**src/hw/lcd_pkg.sv**
```systemverilog
// Shared constants, types and register map of the LCD segment/common driver
package lcd_pkg;

  // Geometry
  localparam int NUM_SEG       = 40;
  localparam int NUM_COM       = 4;
  localparam int NUM_PORT      = 16;
  localparam int PORT_SEG_BASE = 24;
  localparam int PORT_HALF     = 8;
  localparam int DMEM_BITS     = 4;
  localparam int ADDR_W        = 16;
  localparam int DATA_W        = 32;

  // Register byte addresses
  localparam logic [15:0] MODE_OFS     = 16'hffb0;
  localparam logic [15:0] PIN_CTRL_OFS = 16'hffb4;
  localparam logic [15:0] WTM_OFS      = 16'hffb8;
  localparam logic [15:0] PORT_OFS     = 16'hffbc;
  localparam logic [15:0] PULLUP_OFS   = 16'hffc0;
  localparam logic [15:0] STATUS_OFS   = 16'hffc4;
  localparam logic [15:0] DMEM_BASE    = 16'hfe00;
  localparam logic [15:0] DMEM_LAST    = 16'hfe9c;

  // Reset values
  localparam logic [7:0]  MODE_RESET      = 8'h00;
  localparam logic [7:0]  PIN_CTRL_RESET  = 8'h00;
  localparam logic [1:0]  WTM_RESET       = 2'h0;
  localparam logic [1:0]  PULLUP_RESET    = 2'h0;
  localparam logic [15:0] PORT_DATA_RESET = 16'h0000;
  localparam logic [15:0] PORT_DIR_RESET  = 16'hffff;

  // Field positions
  localparam int MODE_ON_BIT    = 7;
  localparam int MODE_FRAME_LSB = 4;
  localparam int MODE_LV_BIT    = 3;
  localparam int MODE_DUTY_LSB  = 0;
  localparam int WTM_SRC_BIT    = 0;
  localparam int WTM_PRESC_BIT  = 1;
  localparam int PORT_DIR_LSB   = 16;
  localparam int ST_POL_BIT     = 2;
  localparam int ST_DUTY_LSB    = 3;
  localparam int ST_FRAME_LSB   = 6;

  // Clock division
  localparam int          MAIN_PRESCALE_LOG2 = 7;
  localparam int          FRAME_LOG2_SLOWEST = 9;
  localparam logic [2:0]  FRAME_CODE_MAX     = 3'h3;

  // Drive levels as steps of the bias ladder
  localparam logic [1:0] LVL_ZERO = 2'h0;
  localparam logic [1:0] LVL_ONE  = 2'h1;
  localparam logic [1:0] LVL_TWO  = 2'h2;
  localparam logic [1:0] LVL_TOP  = 2'h3;

  typedef enum logic [2:0] {DUTY_4_THIRD, DUTY_3_THIRD, DUTY_2_HALF, DUTY_3_HALF, DUTY_STATIC} duty_type;

  typedef enum logic [2:0] {REG_NONE, REG_MODE, REG_PIN, REG_WTM, REG_PORT, REG_PULL, REG_STAT,
                            REG_DMEM} reg_id_type;

  typedef struct packed {
    duty_type   duty;
    logic [2:0] frame_sel;
  } lcd_cfg_type;

endpackage : lcd_pkg

```
**src/hw/lcd_clock_gen.sv**
```systemverilog
// Watch timer clock source and LCD slot clock divider
`timescale 1ns/1ps
`default_nettype none

module lcd_clock_gen (
  input  wire logic       pclk,
  input  wire logic       presetn,
  input  wire logic       sub_osc_clk,
  input  wire logic       use_sub_clk,
  input  wire logic       prescaler_en,
  input  wire logic [2:0] frame_sel,
  output logic            lcd_tick
);

  logic [2:0]                                sync_reg, sync_next;
  logic                                      sub_lvl_reg, sub_lvl_next;
  logic [lcd_pkg::MAIN_PRESCALE_LOG2-1:0]    presc_reg, presc_next;
  logic [lcd_pkg::FRAME_LOG2_SLOWEST-1:0]    div_reg, div_next;
  logic                                      tick_reg, tick_next;
  logic                                      fw_tick;
  logic [lcd_pkg::FRAME_LOG2_SLOWEST-1:0]    div_mask;

  // Watch clock pick, divide by 2^(9-sel) for sel 0-3 (by 512 for higher codes), stop when prescaler is off
  always_comb begin
    sync_next    = {sync_reg[1:0], sub_osc_clk};
    sub_lvl_next = (sync_reg[1] == sync_reg[2]) ? sync_reg[2] : sub_lvl_reg;
    presc_next   = presc_reg;
    div_next     = div_reg;
    tick_next    = 1'b0;
    div_mask     = '1;
    if (frame_sel <= lcd_pkg::FRAME_CODE_MAX)
      div_mask = div_mask >> frame_sel;
    // Main clock over 128 or sub clock
    if (use_sub_clk)
      fw_tick = sub_lvl_next & ~sub_lvl_reg;
    else
      fw_tick = (presc_reg == '1);
    if (!prescaler_en) begin
      presc_next = '0;
      div_next   = '0;
    end else begin
      presc_next = presc_reg + 1'b1;
      if (fw_tick) begin
        div_next  = div_reg + 1'b1;
        tick_next = ((div_reg & div_mask) == div_mask);
      end
    end
  end

  // State registers
  always_ff @(posedge pclk or negedge presetn) begin
    if (!presetn) begin
      sync_reg    <= '0;
      sub_lvl_reg <= 1'b0;
      presc_reg   <= '0;
      div_reg     <= '0;
      tick_reg    <= 1'b0;
    end else begin
      sync_reg    <= sync_next;
      sub_lvl_reg <= sub_lvl_next;
      presc_reg   <= presc_next;
      div_reg     <= div_next;
      tick_reg    <= tick_next;
    end
  end

  assign lcd_tick = tick_reg;

endmodule : lcd_clock_gen

`default_nettype wire

```
**src/hw/lcd_segment_common_driver.sv**
```systemverilog
// LCD segment/common driver with APB registers and shared port pins
// How it works
// - Scans display memory continuously without software
// - Duty/bias field selects five modes
// - Frame field divides watch clock 512..64
// - Display off: all segments unselect
// - Mode register at ffb0, resets 00
// - LCD clock needs prescaler enable bit
// - Prescaler off stops LCD clock
// - Watch clock is main/128 or sub
// - Runs from 32.768 kHz sub clock
// - Low-voltage bit only in extended variant
// - 40 segments, 4 commons, pair ports
// - Segment pins ignore port direction
// - Segment pins read zero as port
// - Segment pins lose pull-up
// - Commons used follow duty mode
// - Word per segment, bit n per slot
// - Bit one selects, zero unselects
// - Static mode: same waveform all commons
// - Memory bits 4-7 read zero
`timescale 1ns/1ps
`default_nettype none

module lcd_segment_common_driver #(
  parameter bit LOW_VOLTAGE_VARIANT = 1'b1
) (
  input  wire logic                            pclk,
  input  wire logic                            presetn,
  input  wire logic                            psel,
  input  wire logic                            penable,
  input  wire logic                            pwrite,
  input  wire logic [lcd_pkg::ADDR_W-1:0]      paddr,
  input  wire logic [lcd_pkg::DATA_W-1:0]      pwdata,
  output logic      [lcd_pkg::DATA_W-1:0]      prdata,
  output logic                                 pready,
  output logic                                 pslverr,
  input  wire logic                            sub_osc_clk,
  output logic      [2*lcd_pkg::NUM_SEG-1:0]   segment_lines,
  output logic      [2*lcd_pkg::NUM_COM-1:0]   common_lines,
  output logic      [lcd_pkg::NUM_COM-1:0]     common_open,
  output logic                                 low_voltage_mode,
  input  wire logic [lcd_pkg::NUM_PORT-1:0]    port_pin_in,
  output logic      [lcd_pkg::NUM_PORT-1:0]    port_pin_out,
  output logic      [lcd_pkg::NUM_PORT-1:0]    port_pin_oe_n,
  output logic      [lcd_pkg::NUM_PORT-1:0]    port_pullup_en
);

  localparam int NS = lcd_pkg::NUM_SEG;
  localparam int NC = lcd_pkg::NUM_COM;
  localparam int NP = lcd_pkg::NUM_PORT;

  ////////////////////////////////////////////////////////////////////////////
  // Functions

  // Address to register identity
  function automatic lcd_pkg::reg_id_type decode(input logic [lcd_pkg::ADDR_W-1:0] a);
    lcd_pkg::reg_id_type id;
    id = lcd_pkg::REG_NONE;
    unique case (a)
      lcd_pkg::MODE_OFS:     id = lcd_pkg::REG_MODE;
      lcd_pkg::PIN_CTRL_OFS: id = lcd_pkg::REG_PIN;
      lcd_pkg::WTM_OFS:      id = lcd_pkg::REG_WTM;
      lcd_pkg::PORT_OFS:     id = lcd_pkg::REG_PORT;
      lcd_pkg::PULLUP_OFS:   id = lcd_pkg::REG_PULL;
      lcd_pkg::STATUS_OFS:   id = lcd_pkg::REG_STAT;
      default: begin
        if (a >= lcd_pkg::DMEM_BASE && a <= lcd_pkg::DMEM_LAST && a[1:0] == 2'h0)
          id = lcd_pkg::REG_DMEM;
      end
    endcase
    return id;
  endfunction : decode

  // Last active slot index per duty
  function automatic logic [1:0] last_slot(input lcd_pkg::duty_type d);
    logic [1:0] r;
    unique case (d)
      lcd_pkg::DUTY_4_THIRD: r = 2'h3;
      lcd_pkg::DUTY_2_HALF:  r = 2'h1;
      lcd_pkg::DUTY_STATIC:  r = 2'h0;
      default:               r = 2'h2;
    endcase
    return r;
  endfunction : last_slot

  // Top ladder step: static 1, half bias 2, third bias 3
  function automatic logic [1:0] top_level(input lcd_pkg::duty_type d);
    logic [1:0] r;
    unique case (d)
      lcd_pkg::DUTY_STATIC: r = lcd_pkg::LVL_ONE;
      lcd_pkg::DUTY_2_HALF,
      lcd_pkg::DUTY_3_HALF: r = lcd_pkg::LVL_TWO;
      default:              r = lcd_pkg::LVL_TOP;
    endcase
    return r;
  endfunction : top_level

  // True for the 1/3 bias modes
  function automatic logic third_bias(input lcd_pkg::duty_type d);
    return (d == lcd_pkg::DUTY_4_THIRD) || (d == lcd_pkg::DUTY_3_THIRD);
  endfunction : third_bias

  ////////////////////////////////////////////////////////////////////////////
  // Register file state

  logic [7:0]                 mode_reg, mode_next;
  logic [7:0]                 pin_ctrl_reg, pin_ctrl_next;
  logic [1:0]                 wtm_reg, wtm_next;
  logic [NP-1:0]              port_data_reg, port_data_next;
  logic [NP-1:0]              port_dir_reg, port_dir_next;
  logic [1:0]                 pullup_reg, pullup_next;
  logic [lcd_pkg::DMEM_BITS-1:0] dmem_reg [NS];
  logic [lcd_pkg::DMEM_BITS-1:0] dmem_next [NS];
  logic [lcd_pkg::DATA_W-1:0] prdata_reg, prdata_next;
  logic                       pready_reg, pready_next;
  logic                       pslverr_reg, pslverr_next;

  lcd_pkg::reg_id_type        bus_id;
  logic [5:0]                 dmem_idx;
  logic [lcd_pkg::ADDR_W-1:0] dmem_ofs;
  logic                       bus_write;
  logic [lcd_pkg::DATA_W-1:0] rd_value;
  logic [NP-1:0]              seg_mode;
  logic [NP-1:0]              port_in_reg;
  lcd_pkg::lcd_cfg_type       cfg_reg, cfg_next, mode_cfg;
  logic [1:0]                 slot_reg, slot_next;
  logic                       pol_reg, pol_next;
  logic                       lcd_tick;

  // Segment-assigned port pins, one control bit per pair
  always_comb begin
    for (int i = 0; i < NP; i++)
      seg_mode[i] = ~pin_ctrl_reg[i/2];
  end

  // APB decode, read mux and register writes
  always_comb begin
    bus_id         = decode(paddr);
    dmem_ofs       = paddr - lcd_pkg::DMEM_BASE;
    dmem_idx       = dmem_ofs[7:2];
    bus_write      = psel & penable & pready_reg & pwrite;
    mode_next      = mode_reg;
    pin_ctrl_next  = pin_ctrl_reg;
    wtm_next       = wtm_reg;
    port_data_next = port_data_reg;
    port_dir_next  = port_dir_reg;
    pullup_next    = pullup_reg;
    dmem_next      = dmem_reg;
    rd_value       = '0;
    unique case (bus_id)
      lcd_pkg::REG_MODE: rd_value[7:0] = mode_reg;
      lcd_pkg::REG_PIN:  rd_value[7:0] = pin_ctrl_reg;
      lcd_pkg::REG_WTM:  rd_value[1:0] = wtm_reg;
      lcd_pkg::REG_PORT: begin
        rd_value[NP-1:0] = port_in_reg & ~seg_mode;
        rd_value[lcd_pkg::PORT_DIR_LSB +: NP] = port_dir_reg;
      end
      lcd_pkg::REG_PULL: rd_value[1:0] = pullup_reg;
      lcd_pkg::REG_STAT: begin
        rd_value[1:0] = slot_reg;
        rd_value[lcd_pkg::ST_POL_BIT] = pol_reg;
        rd_value[lcd_pkg::ST_DUTY_LSB +: 3] = cfg_reg.duty;
        rd_value[lcd_pkg::ST_FRAME_LSB +: 3] = cfg_reg.frame_sel;
      end
      lcd_pkg::REG_DMEM: rd_value[lcd_pkg::DMEM_BITS-1:0] = dmem_reg[dmem_idx];
      default: rd_value = '0;
    endcase
    if (bus_write) begin
      unique case (bus_id)
        lcd_pkg::REG_MODE: begin
          mode_next = pwdata[7:0];
          if (!LOW_VOLTAGE_VARIANT)
            mode_next[lcd_pkg::MODE_LV_BIT] = 1'b0;
        end
        lcd_pkg::REG_PIN:  pin_ctrl_next = pwdata[7:0];
        lcd_pkg::REG_WTM:  wtm_next = pwdata[1:0];
        lcd_pkg::REG_PORT: begin
          port_data_next = pwdata[NP-1:0];
          port_dir_next  = pwdata[lcd_pkg::PORT_DIR_LSB +: NP];
        end
        lcd_pkg::REG_PULL: pullup_next = pwdata[1:0];
        lcd_pkg::REG_DMEM: dmem_next[dmem_idx] = pwdata[lcd_pkg::DMEM_BITS-1:0];
        default: ;
      endcase
    end
    // Zero-wait answer: pready high in the access phase only
    pready_next  = psel & ~penable;
    prdata_next  = pready_next ? rd_value : prdata_reg;
    pslverr_next = pready_next ? (bus_id == lcd_pkg::REG_NONE) : 1'b0;
  end

  // Register file flops
  always_ff @(posedge pclk or negedge presetn) begin
    if (!presetn) begin
      mode_reg      <= lcd_pkg::MODE_RESET;
      pin_ctrl_reg  <= lcd_pkg::PIN_CTRL_RESET;
      wtm_reg       <= lcd_pkg::WTM_RESET;
      port_data_reg <= lcd_pkg::PORT_DATA_RESET;
      port_dir_reg  <= lcd_pkg::PORT_DIR_RESET;
      pullup_reg    <= lcd_pkg::PULLUP_RESET;
      for (int i = 0; i < NS; i++)
        dmem_reg[i] <= '0;
      prdata_reg    <= '0;
      pready_reg    <= 1'b0;
      pslverr_reg   <= 1'b0;
    end else begin
      mode_reg      <= mode_next;
      pin_ctrl_reg  <= pin_ctrl_next;
      wtm_reg       <= wtm_next;
      port_data_reg <= port_data_next;
      port_dir_reg  <= port_dir_next;
      pullup_reg    <= pullup_next;
      dmem_reg      <= dmem_next;
      prdata_reg    <= prdata_next;
      pready_reg    <= pready_next;
      pslverr_reg   <= pslverr_next;
    end
  end

  ////////////////////////////////////////////////////////////////////////////
  // LCD clock

  // Prescaler enable gates the LCD clock
  lcd_clock_gen u_clock (
    .pclk         (pclk),
    .presetn      (presetn),
    .sub_osc_clk  (sub_osc_clk),
    .use_sub_clk  (wtm_reg[lcd_pkg::WTM_SRC_BIT]),
    .prescaler_en (wtm_reg[lcd_pkg::WTM_PRESC_BIT]),
    .frame_sel    (cfg_reg.frame_sel),
    .lcd_tick     (lcd_tick)
  );

  ////////////////////////////////////////////////////////////////////////////
  // Scan sequencer

  logic [2*NS-1:0] seg_reg, seg_next;
  logic [2*NC-1:0] com_reg, com_next;
  logic [NC-1:0]   open_reg, open_next;
  logic            lv_reg;
  logic [1:0]      top;
  logic            bit_on;
  logic [1:0]      com_slot;

  // Slot stepping, polarity flip, frame-boundary config load
  always_comb begin
    // Prohibited codes fall back to 4-way
    mode_cfg.duty = (mode_reg[lcd_pkg::MODE_DUTY_LSB +: 3] > 3'(lcd_pkg::DUTY_STATIC))
                  ? lcd_pkg::DUTY_4_THIRD
                  : lcd_pkg::duty_type'(mode_reg[lcd_pkg::MODE_DUTY_LSB +: 3]);
    mode_cfg.frame_sel = mode_reg[lcd_pkg::MODE_FRAME_LSB +: 3];
    cfg_next  = cfg_reg;
    slot_next = slot_reg;
    pol_next  = pol_reg;
    if (!mode_reg[lcd_pkg::MODE_ON_BIT] && mode_cfg != cfg_reg) begin
      cfg_next  = mode_cfg;
      slot_next = 2'h0;
    end else if (lcd_tick) begin
      // One slot per LCD clock, flip per frame
      if (slot_reg >= last_slot(cfg_reg.duty)) begin
        slot_next = 2'h0;
        pol_next  = ~pol_reg;
        // With display on, new mode only at frame boundary; display off loads it at once
        cfg_next  = mode_cfg;
      end else begin
        slot_next = slot_reg + 2'h1;
      end
    end
  end

  // Common and segment drive levels
  always_comb begin
    top       = top_level(cfg_reg.duty);
    open_next = '0;
    com_next  = '0;
    seg_next  = '0;
    bit_on    = 1'b0;
    com_slot  = 2'h0;
    for (int c = 0; c < NC; c++) begin
      com_slot = 2'(c);
      // Static: every common gets slot 0 wave
      if (cfg_reg.duty == lcd_pkg::DUTY_STATIC)
        com_slot = 2'h0;
      open_next[c] = (com_slot > last_slot(cfg_reg.duty));
      if (com_slot == slot_reg)
        com_next[2*c +: 2] = pol_reg ? top : lcd_pkg::LVL_ZERO;
      else if (third_bias(cfg_reg.duty))
        com_next[2*c +: 2] = pol_reg ? lcd_pkg::LVL_ONE : lcd_pkg::LVL_TWO;
      else
        com_next[2*c +: 2] = lcd_pkg::LVL_ONE;
    end
    for (int s = 0; s < NS; s++) begin
      bit_on = dmem_reg[s][slot_reg];
      if (!mode_reg[lcd_pkg::MODE_ON_BIT])
        bit_on = 1'b0;
      if (bit_on)
        seg_next[2*s +: 2] = pol_reg ? lcd_pkg::LVL_ZERO : top;
      else if (third_bias(cfg_reg.duty))
        seg_next[2*s +: 2] = pol_reg ? lcd_pkg::LVL_TWO : lcd_pkg::LVL_ONE;
      else
        seg_next[2*s +: 2] = pol_reg ? top : lcd_pkg::LVL_ZERO;
      if (s >= lcd_pkg::PORT_SEG_BASE && !seg_mode[s - lcd_pkg::PORT_SEG_BASE])
        seg_next[2*s +: 2] = lcd_pkg::LVL_ZERO;
    end
  end

  // Scan flops
  always_ff @(posedge pclk or negedge presetn) begin
    if (!presetn) begin
      cfg_reg  <= lcd_pkg::lcd_cfg_type'('0);
      slot_reg <= 2'h0;
      pol_reg  <= 1'b0;
      seg_reg  <= '0;
      com_reg  <= '0;
      open_reg <= '0;
      lv_reg   <= 1'b0;
    end else begin
      cfg_reg  <= cfg_next;
      slot_reg <= slot_next;
      pol_reg  <= pol_next;
      seg_reg  <= seg_next;
      com_reg  <= com_next;
      open_reg <= open_next;
      lv_reg   <= mode_reg[lcd_pkg::MODE_LV_BIT];
    end
  end

  ////////////////////////////////////////////////////////////////////////////
  // Shared port pins

  logic [NP-1:0] sync1_reg, sync2_reg, sync3_reg, port_in_next;
  logic [NP-1:0] pout_reg, oe_n_reg, oe_n_next, pull_reg, pull_next;

  // Filtered pin level, port drive and pull-up gating
  always_comb begin
    for (int i = 0; i < NP; i++) begin
      port_in_next[i] = (sync2_reg[i] == sync3_reg[i]) ? sync3_reg[i] : port_in_reg[i];
      // Segment pins never driven as port
      oe_n_next[i] = seg_mode[i] | port_dir_reg[i];
      pull_next[i] = ~seg_mode[i] & port_dir_reg[i]
                   & pullup_reg[(i < lcd_pkg::PORT_HALF) ? 1 : 0];
    end
  end

  // Port flops
  always_ff @(posedge pclk or negedge presetn) begin
    if (!presetn) begin
      sync1_reg   <= '0;
      sync2_reg   <= '0;
      sync3_reg   <= '0;
      port_in_reg <= '0;
      pout_reg    <= '0;
      oe_n_reg    <= '1;
      pull_reg    <= '0;
    end else begin
      sync1_reg   <= port_pin_in;
      sync2_reg   <= sync1_reg;
      sync3_reg   <= sync2_reg;
      port_in_reg <= port_in_next;
      pout_reg    <= port_data_reg;
      oe_n_reg    <= oe_n_next;
      pull_reg    <= pull_next;
    end
  end

  ////////////////////////////////////////////////////////////////////////////
  // Outputs

  assign prdata           = prdata_reg;
  assign pready           = pready_reg;
  assign pslverr          = pslverr_reg;
  assign segment_lines    = seg_reg;
  assign common_lines     = com_reg;
  assign common_open      = open_reg;
  assign low_voltage_mode = lv_reg;
  assign port_pin_out     = pout_reg;
  assign port_pin_oe_n    = oe_n_reg;
  assign port_pullup_en   = pull_reg;

endmodule : lcd_segment_common_driver

`default_nettype wire

```
**config.mk**
```make
export PLATFORM = sky130hd
export DESIGN_NAME = lcd_segment_common_driver
export DESIGN_NICKNAME = d
export VERILOG_FILES = /design/src/hw/lcd_pkg.sv /design/src/hw/lcd_clock_gen.sv /design/src/hw/lcd_segment_common_driver.sv
export SDC_FILE = /design/constraint.sdc
export NUM_CORES = 1
export LEC_CHECK = 0
export ABC_CLOCK_PERIOD_IN_PS = 4500
export BUFFER_PORTS_ARGS = -buffer_cell sky130_fd_sc_hd__clkbuf_2
export CAP_MARGIN = 5
export CORE_MARGIN = 2
export CORE_UTILIZATION = 60
export CTS_BUF_LIST = sky130_fd_sc_hd__clkbuf_4 sky130_fd_sc_hd__clkbuf_8 sky130_fd_sc_hd__clkbuf_16
export CTS_CLUSTER_SIZE = 12
export DETAILED_ROUTE_END_ITERATION = 6
export PLACE_DENSITY_LB_ADDON = 0.1
export REMOVE_ABC_BUFFERS = 1
export SLEW_MARGIN = 30
export SYNTH_ARGS = -nofsm -noshare
export SYNTH_HDL_FRONTEND = slang
export SYNTH_SLANG_ARGS = --single-unit
```
**constraint.sdc**
```tcl
create_clock -name pclk -period 4.5 [get_ports pclk]
set_clock_uncertainty 0.2 [all_clocks]
set_input_delay 0.9 -clock pclk [delete_from_list [all_inputs] [get_ports pclk]]
set_output_delay 0.9 -clock pclk [all_outputs]
set_load 0.01 [all_outputs]
```
---- Yosys cells after proc, flatten, opt, wreduce, memory -nomap -nowiden ----
Cells that the tools add are included.
storage, ports and cells
  register bits ........................... 481
  input port bits ......................... 70
  output and inout bits ................... 175
  word-level logic and storage cells ...... 454
cells by class
  add/subtract/negate cells ............... 4
  magnitude comparators ................... 12
  eq/ne operators ......................... 41
  shift operators ......................... 1
  mux-type cells .......................... 222
  bitwise logic cells ..................... 69
  reduce and logical (&&, ||, !) cells .... 21
operator list
  cell                                                        number
  bitwise mux 160 bit                                         1
  two-way mux 2 bit                                           73
  == test 16 bit (second input constant)                      6
  two-way mux 1 bit                                           86
  binary-select mux 1 bit (select 2 bit)                      40
  AND 1 bit                                                   37
  two-way mux 9 bit                                           3
  binary-select mux 4 bit (select 6 bit)                      1
  demux 4 bit (select 6 bit)                                  1
  two-way mux 23 bit                                          1
  two-way mux 6 bit                                           3
  one-hot mux 3 bit (6 select lines)                          1
  == test 1 bit                                               17
  AND 16 bit                                                  1
  greater-or-equal comparator 16 bit (second input constant)  1
  less-or-equal comparator 16 bit (second input constant)     1
  inverter 16 bit                                             1
  bitwise OR 1 bit                                            16
  one-hot mux 4 bit (4 select lines)                          1
  == test 3 bit (second input constant)                       5
  one-hot mux 2 bit (7 select lines)                          1
  AND reduction 2 bit                                         7
  == test 3 x 2 -> 1 bit (second input constant)              4
  two-way mux 4 bit                                           3
  other kinds (36)                                            59

---- Depth between registers and ports, before layout ----
  depth after elaboration ................. 9
  depth in mapped cells ................... 9
  depth with buffers taken out ............ 7

---- Cells and area by module ----
Synthesis repeated with hierarchy kept, for this count alone.
unflattened totals
  cells, all modules ...................... 1534
  area, all modules ....................... 20499.7 um^2
modules (own cells, without submodules)
  module                     instances  cells each  area an instance (um^2)  seq. area each (um^2)
  lcd_segment_common_driver  1          1446        19567.5                  11526.1
  lcd_clock_gen              1          88          932.1                    525.5

---- Least setup slack after synthesis ----
OpenSTA, ideal clock, no wires.
  kind .................................... input -> register
  start ................................... input port paddr[6] (netlist bit)
  end ..................................... register port_data_reg[10]
  setup time .............................. 125 ps
  data arrival time ....................... 2539 ps
  required time ........................... 4175 ps
  path slack .............................. 1636 ps
  stages .................................. 6
  buffers on the path ..................... 2
  path through ............................ buf_2 > nand4b_1 > or4_4 > nor3_2 > buf_4 > mux2_2
on the way
  cells in the longest elaborated chain, start to end .. 7
  elaborated cells between the ends (all ways) .. 14
  those cells by class .................... order compare (2); eq/ne (7); mux (2); reduce/logical (3)
ends and longest elaborated chain
  item                                                                                   RTL line                          RTL
  start: declaration                                                                     lcd_segment_common_driver.sv:33   input wire logic [lcd_pkg::ADDR_W-1:0] paddr,
  greater-or-equal comparator 16 bit or less-or-equal comparator 16 bit (tied branches)  lcd_segment_common_driver.sv:68   if (a >= lcd_pkg::DMEM_BASE && a <= lcd_pkg::DMEM_LAST && a[1:0] == 2'h0)
  logical AND 1 bit (2 in series)                                                        lcd_segment_common_driver.sv:68
  two-way mux 3 bit                                                                      lcd_segment_common_driver.sv:68
  one-hot mux 3 bit (6 select lines) *                                                   lcd_segment_common_driver.sv:60   unique case (a)
  == test 3 bit *                                                                        lcd_segment_common_driver.sv:170  unique case (bus_id)
  AND reduction 2 bit (no line) *                                                        n/a
  end signal: assignment                                                                 lcd_segment_common_driver.sv:199  port_data_reg <= lcd_pkg::PORT_DATA_RESET;
  end signal: assignment                                                                 lcd_segment_common_driver.sv:211  port_data_reg <= port_data_next;
  end: declaration                                                                       lcd_segment_common_driver.sv:110  logic [NP-1:0] port_data_reg, port_data_next;
Every way passes the cells marked *; elsewhere a longest branch is shown, timed or not.
A chain may end at the register's enable or synchronous reset.

---- Worst setup path after layout ----
  start ................................... input port paddr[2] (netlist bit)
  end ..................................... register dmem_reg[69] (netlist bit)
on the way
  cells in the longest elaborated chain, start to end .. 7
  elaborated cells between the ends (all ways) .. 22
  those cells by class .................... add/sub (1); order compare (4); eq/ne (7); mux (5); bitwise (1); reduce/logical (4)
ends and longest elaborated chain
  item                                                                                           RTL line                                                            RTL
  subtractor 8 x 1 -> 8 bit (tied with other cells)                                              lcd_segment_common_driver.sv:140                                    dmem_ofs = paddr - lcd_pkg::DMEM_BASE;
  inverter 6 -> 7 bit (not written as such) or logical AND 1 bit (tied branches)                 lcd_segment_common_driver.sv:183, lcd_segment_common_driver.sv:68
  greater-or-equal comparator 7 bit (not written as such) (tied with other cells)                lcd_segment_common_driver.sv:183                                    lcd_pkg::REG_DMEM: dmem_next[dmem_idx] = pwdata[lcd_pkg::DMEM_BITS-1:0];
  logical AND 1 bit (not written as such) or two-way mux 3 bit (tied branches)                   lcd_segment_common_driver.sv:183, lcd_segment_common_driver.sv:68
  two-way mux 4 bit (not written as such) or one-hot mux 3 bit (6 select lines) (tied branches)  lcd_segment_common_driver.sv:183, lcd_segment_common_driver.sv:60
  demux 4 bit (select 6 bit) or == test 3 bit (tied branches)                                    lcd_segment_common_driver.sv:183, lcd_segment_common_driver.sv:170
  bitwise mux 160 bit or AND reduction 2 bit (tied branches)                                     n/a
  end signal: assignment                                                                         lcd_segment_common_driver.sv:214                                    dmem_reg <= dmem_next;
  end: declaration                                                                               lcd_segment_common_driver.sv:113                                    logic [lcd_pkg::DMEM_BITS-1:0] dmem_reg [NS];
Parallel ways exist; a longest one is shown, timed or not.

==> run summary <==
worst-path fanout max: 18
Max-Slew Margin vs Limit: 0.356
Leak Pwr: 11.4 nW
Die W: 190 µm
Buffers on Ports: 243
Cells after DPL: 2183
DR pass1 iterations: 7
Antenna Cells: 0
Slew Limit Fails: 0
total track usage: 0.293
CTS tree: built
Routed Antenna Nets: 0
# DRC: 0
synth warn: 0
Initial Util: 0.604
Num Clock Sinks: 480
Max Cap Viol: 0
Clk Latency, worst-skew pair: 0.58 ns
initial antenna violation count: 1
DIE AREA: 36000 µm²
Non-Filler Instances: 2274
Worst Tran Pin Value: 0.966 ns
number of flops mapped to enable cells by yosys: 0
Synth top area share: 0.541
Peak Freq: 327 MHz
routed wire length: 51.4 mm
Yosys cell types: 69
Final Setup Violations: 0
CP max stage cell: nor2b_1
Placed Instance Area: 22400 µm²
post-DR wirelength/cell: 22.6 µm
layout net count: 1858
largest net degree at the start of global routing: 91
Syn Std Cell Area: 20700 µm²
Post-CTS Setup Bufs: 0
commonest cells in the synthesized netlist: dfrtp_1 (448), mux2_2 (212), nand2_1 (135)
cts hold-fix bufs: 0
min cycle time layout: 3.06 ns
TritonCTS Buffers: 50
final hold viol count: 0
Seq cells post-synth: 480
Filler cells: 2390
GP Congestion: 0.892
clock slew at reported path FFs: 0.06 ns
outcome: complete, no violations
critical path endpoint category: flop
Peak supply drop: 0.000328 V
pwr dens: 369 nW/µm²
Mapped Cells: 1552
design area: 24100 µm²
DP Wirelength: 34.6 mm
WP buf/inv: 2
Arrival @ worst endpoint: 3.32 ns
ys flop type: dfrtp_1
Critical Path Max Stage Delay: 0.56 ns
Resized cells post-CTS: 0
RSZ-0062 raised after global routing: false
area leader, netlist: dfrtp_1
setup TNS: 0 ns
Cell Rows: 68
most common cell in the synthesized netlist: dfrtp_1
layout cells sized above 1: 0.391
max reg flops: 160
crit path kind: primary input to flop
Avg Cell Area, Syn: 13.3 µm²
global-route wire length before repair: 80.5 mm
DR iter-0 viols: 878
grt ovf: 0
Worst EP required: 4.76 ns
post-synthesis sequential area ratio: 0.582
die height: 190 µm
area delta synth->final: 16.6%
CP Cell Sequence: clkbuf_2 -> buf_4 -> nor2b_1 -> nand4_1 -> nor2_1 -> mux2_2
vias in the first global route: 13.8k
Avg Vias per Cell: 5.92
CTS Buffer Depth: 3
ys async rst share: 1.00
ranking of synthesized cells by area: dfrtp_1 (54%), mux2_2 (12%), mux4_2 (8.7%)
clock root cell: clkbuf_16
core area: 34300 µm²
H-tree level count: 2
crit start category: primary input
Via Count: 13.5k
Crit path max-delay family: simple AND/OR/NAND/NOR gates
Tcrit/Tclk final: 0.679
Hold/Removal Path Class: primary input to asynchronous set/reset pin
number of top-level pins: 245
## logic make-up (layout without fill, tap and decap cells)
| logic type | after synthesis | in the layout | synth area share |
|---|---|---|---|
| and+or+nand+nor | 429 | 429 | 0.101 |
| adders and majority gates | 25 | 25 | 0.0130 |
| buffers and inverters | 112 | 379 | 0.0231 |
| muxes | 317 | 317 | 0.215 |
| xor gates and xnor gates | 59 | 59 | 0.0249 |
| DFF | 480 | 480 | 0.582 |
| AOI/OAI and AO/OA | 129 | 129 | 0.0413 |
| other | 1 | 1 | 0.000181 |
## worst reg2reg max path, delay by kind of cell, from the launching register on
| family | cells | cell delay (ns) |
|---|---|---|
| muxes | 1 | 0.40 |
| and+or+nand+nor | 3 | 0.77 |
| DFF | 1 | 0.70 |
| adders and majority gates | 1 | 0.28 |
| xor gates and xnor gates | 1 | 0.19 |
| AOI/OAI and AO/OA | 1 | 0.13 |
## metrics by stage
| stage | power [mW] | hold slack, ns | worst slack (ns) | utilization |
|---|---|---|---|---|
| 3_5_place_dp | 4.76 | 0.136 | 0.900 | 0.654 |
| 3_3_place_gp | 4.76 | 0.134 | 0.895 | 0.654 |
| 2_1_floorplan | 4.52 | 0.131 | 0.632 | - |
| 5_1_grt | 9.19 | 0.153 | 1.37 | 0.704 |
| 6_report | 8.91 | 0.121 | 1.44 | 0.704 |
| 4_1_cts | 8.98 | 0.128 | 1.51 | 0.704 |
## per-layer routing
metal / GRT usage / up-vias / wire, µm
li1: - / 5998 / -
met1: 0.409 / 6938 / 21700
met2: 0.474 / 436 / 25000
met3: 0.0505 / 98 / 3200
met4: 0.102 / 2 / 1450
met5: 0 / - / 12
## power by group
part	leakage, nW	switching [mW]	internal (mW)
clock	0.873	1.66	2.57
combinational	4.34	0.214	0.0834
sequential	6.20	0.0265	4.36
## cell usage in the layout, fill, tap and decap left out, types with 4 or more instances in the layout
cell type / synthesis / routed
a22oi_1: 9 / 9
a21oi_1: 35 / 33
nor4_1: 4 / 4
and4_1: 6 / 6
nor3_1: 28 / 27
clkbuf_4: 0 / 22
clkbuf_16: 0 / 53
dfstp_2: 32 / 32
inv_1: 12 / 12
xnor2_1: 50 / 50
clkbuf_8: 0 / 11
and2_1: 18 / 18
xor2_1: 9 / 9
dfrtp_1: 448 / 446
o22ai_1: 6 / 6
clkinv_2: 0 / 4
nand2b_1: 21 / 21
a32oi_1: 4 / 4
ha_1: 8 / 8
nor2b_1: 15 / 15
o21ai_0: 18 / 18
mux2i_1: 16 / 16
nor2_1: 111 / 111
a221oi_1: 4 / 4
nor2_2: 6 / 6
clkbuf_2: 0 / 240
nand4_1: 16 / 16
a211oi_1: 26 / 26
maj3_1: 17 / 17
mux4_2: 80 / 80
buf_4: 6 / 24
mux2_2: 212 / 212
nand3_1: 24 / 24
buf_12: 0 / 6
and3_1: 22 / 22
mux2_1: 9 / 9
nand2_1: 135 / 135
o31ai_1: 4 / 4
## final cells by class
| type | count | area (µm²) | area share |
|---|---|---|---|
| Clock buffer | 84 | 1630 | 0.0674 |
| Clock inverter | 7 | 88.8 | 0.00368 |
| Inverter | 15 | 56.3 | 0.00233 |
| Multi-Input combinational cell | 960 | 8220 | 0.340 |
| Sequential cell | 480 | 12100 | 0.499 |
| Tap cell | 455 | 569 | 0.0236 |
| Timing Repair Buffer | 273 | 1530 | 0.0634 |
## path summary, 6_finish.rpt
| kind | to | cells past startpoint | startpoint | slack [ns] |
|---|---|---|---|---|
| max in group asynchronous | segment_lines[17] | 2 | presetn | 3.04 |
| worst max-delay path | dmem_reg[69] | 6 | paddr[2] | 1.44 |
| worst min register to register | sync2_reg[5] | 0 | sync1_reg[5] | 0.15 |
| min in group pclk | sync2_reg[5] | 0 | sync1_reg[5] | 0.15 |
| worst max register to register | cfg_reg[1] | 7 | cfg_reg[5] | 1.72 |
| worst min-delay path | port_data_reg[12] | 1 | presetn | 0.12 |
(Power assumes the default switching activity.)
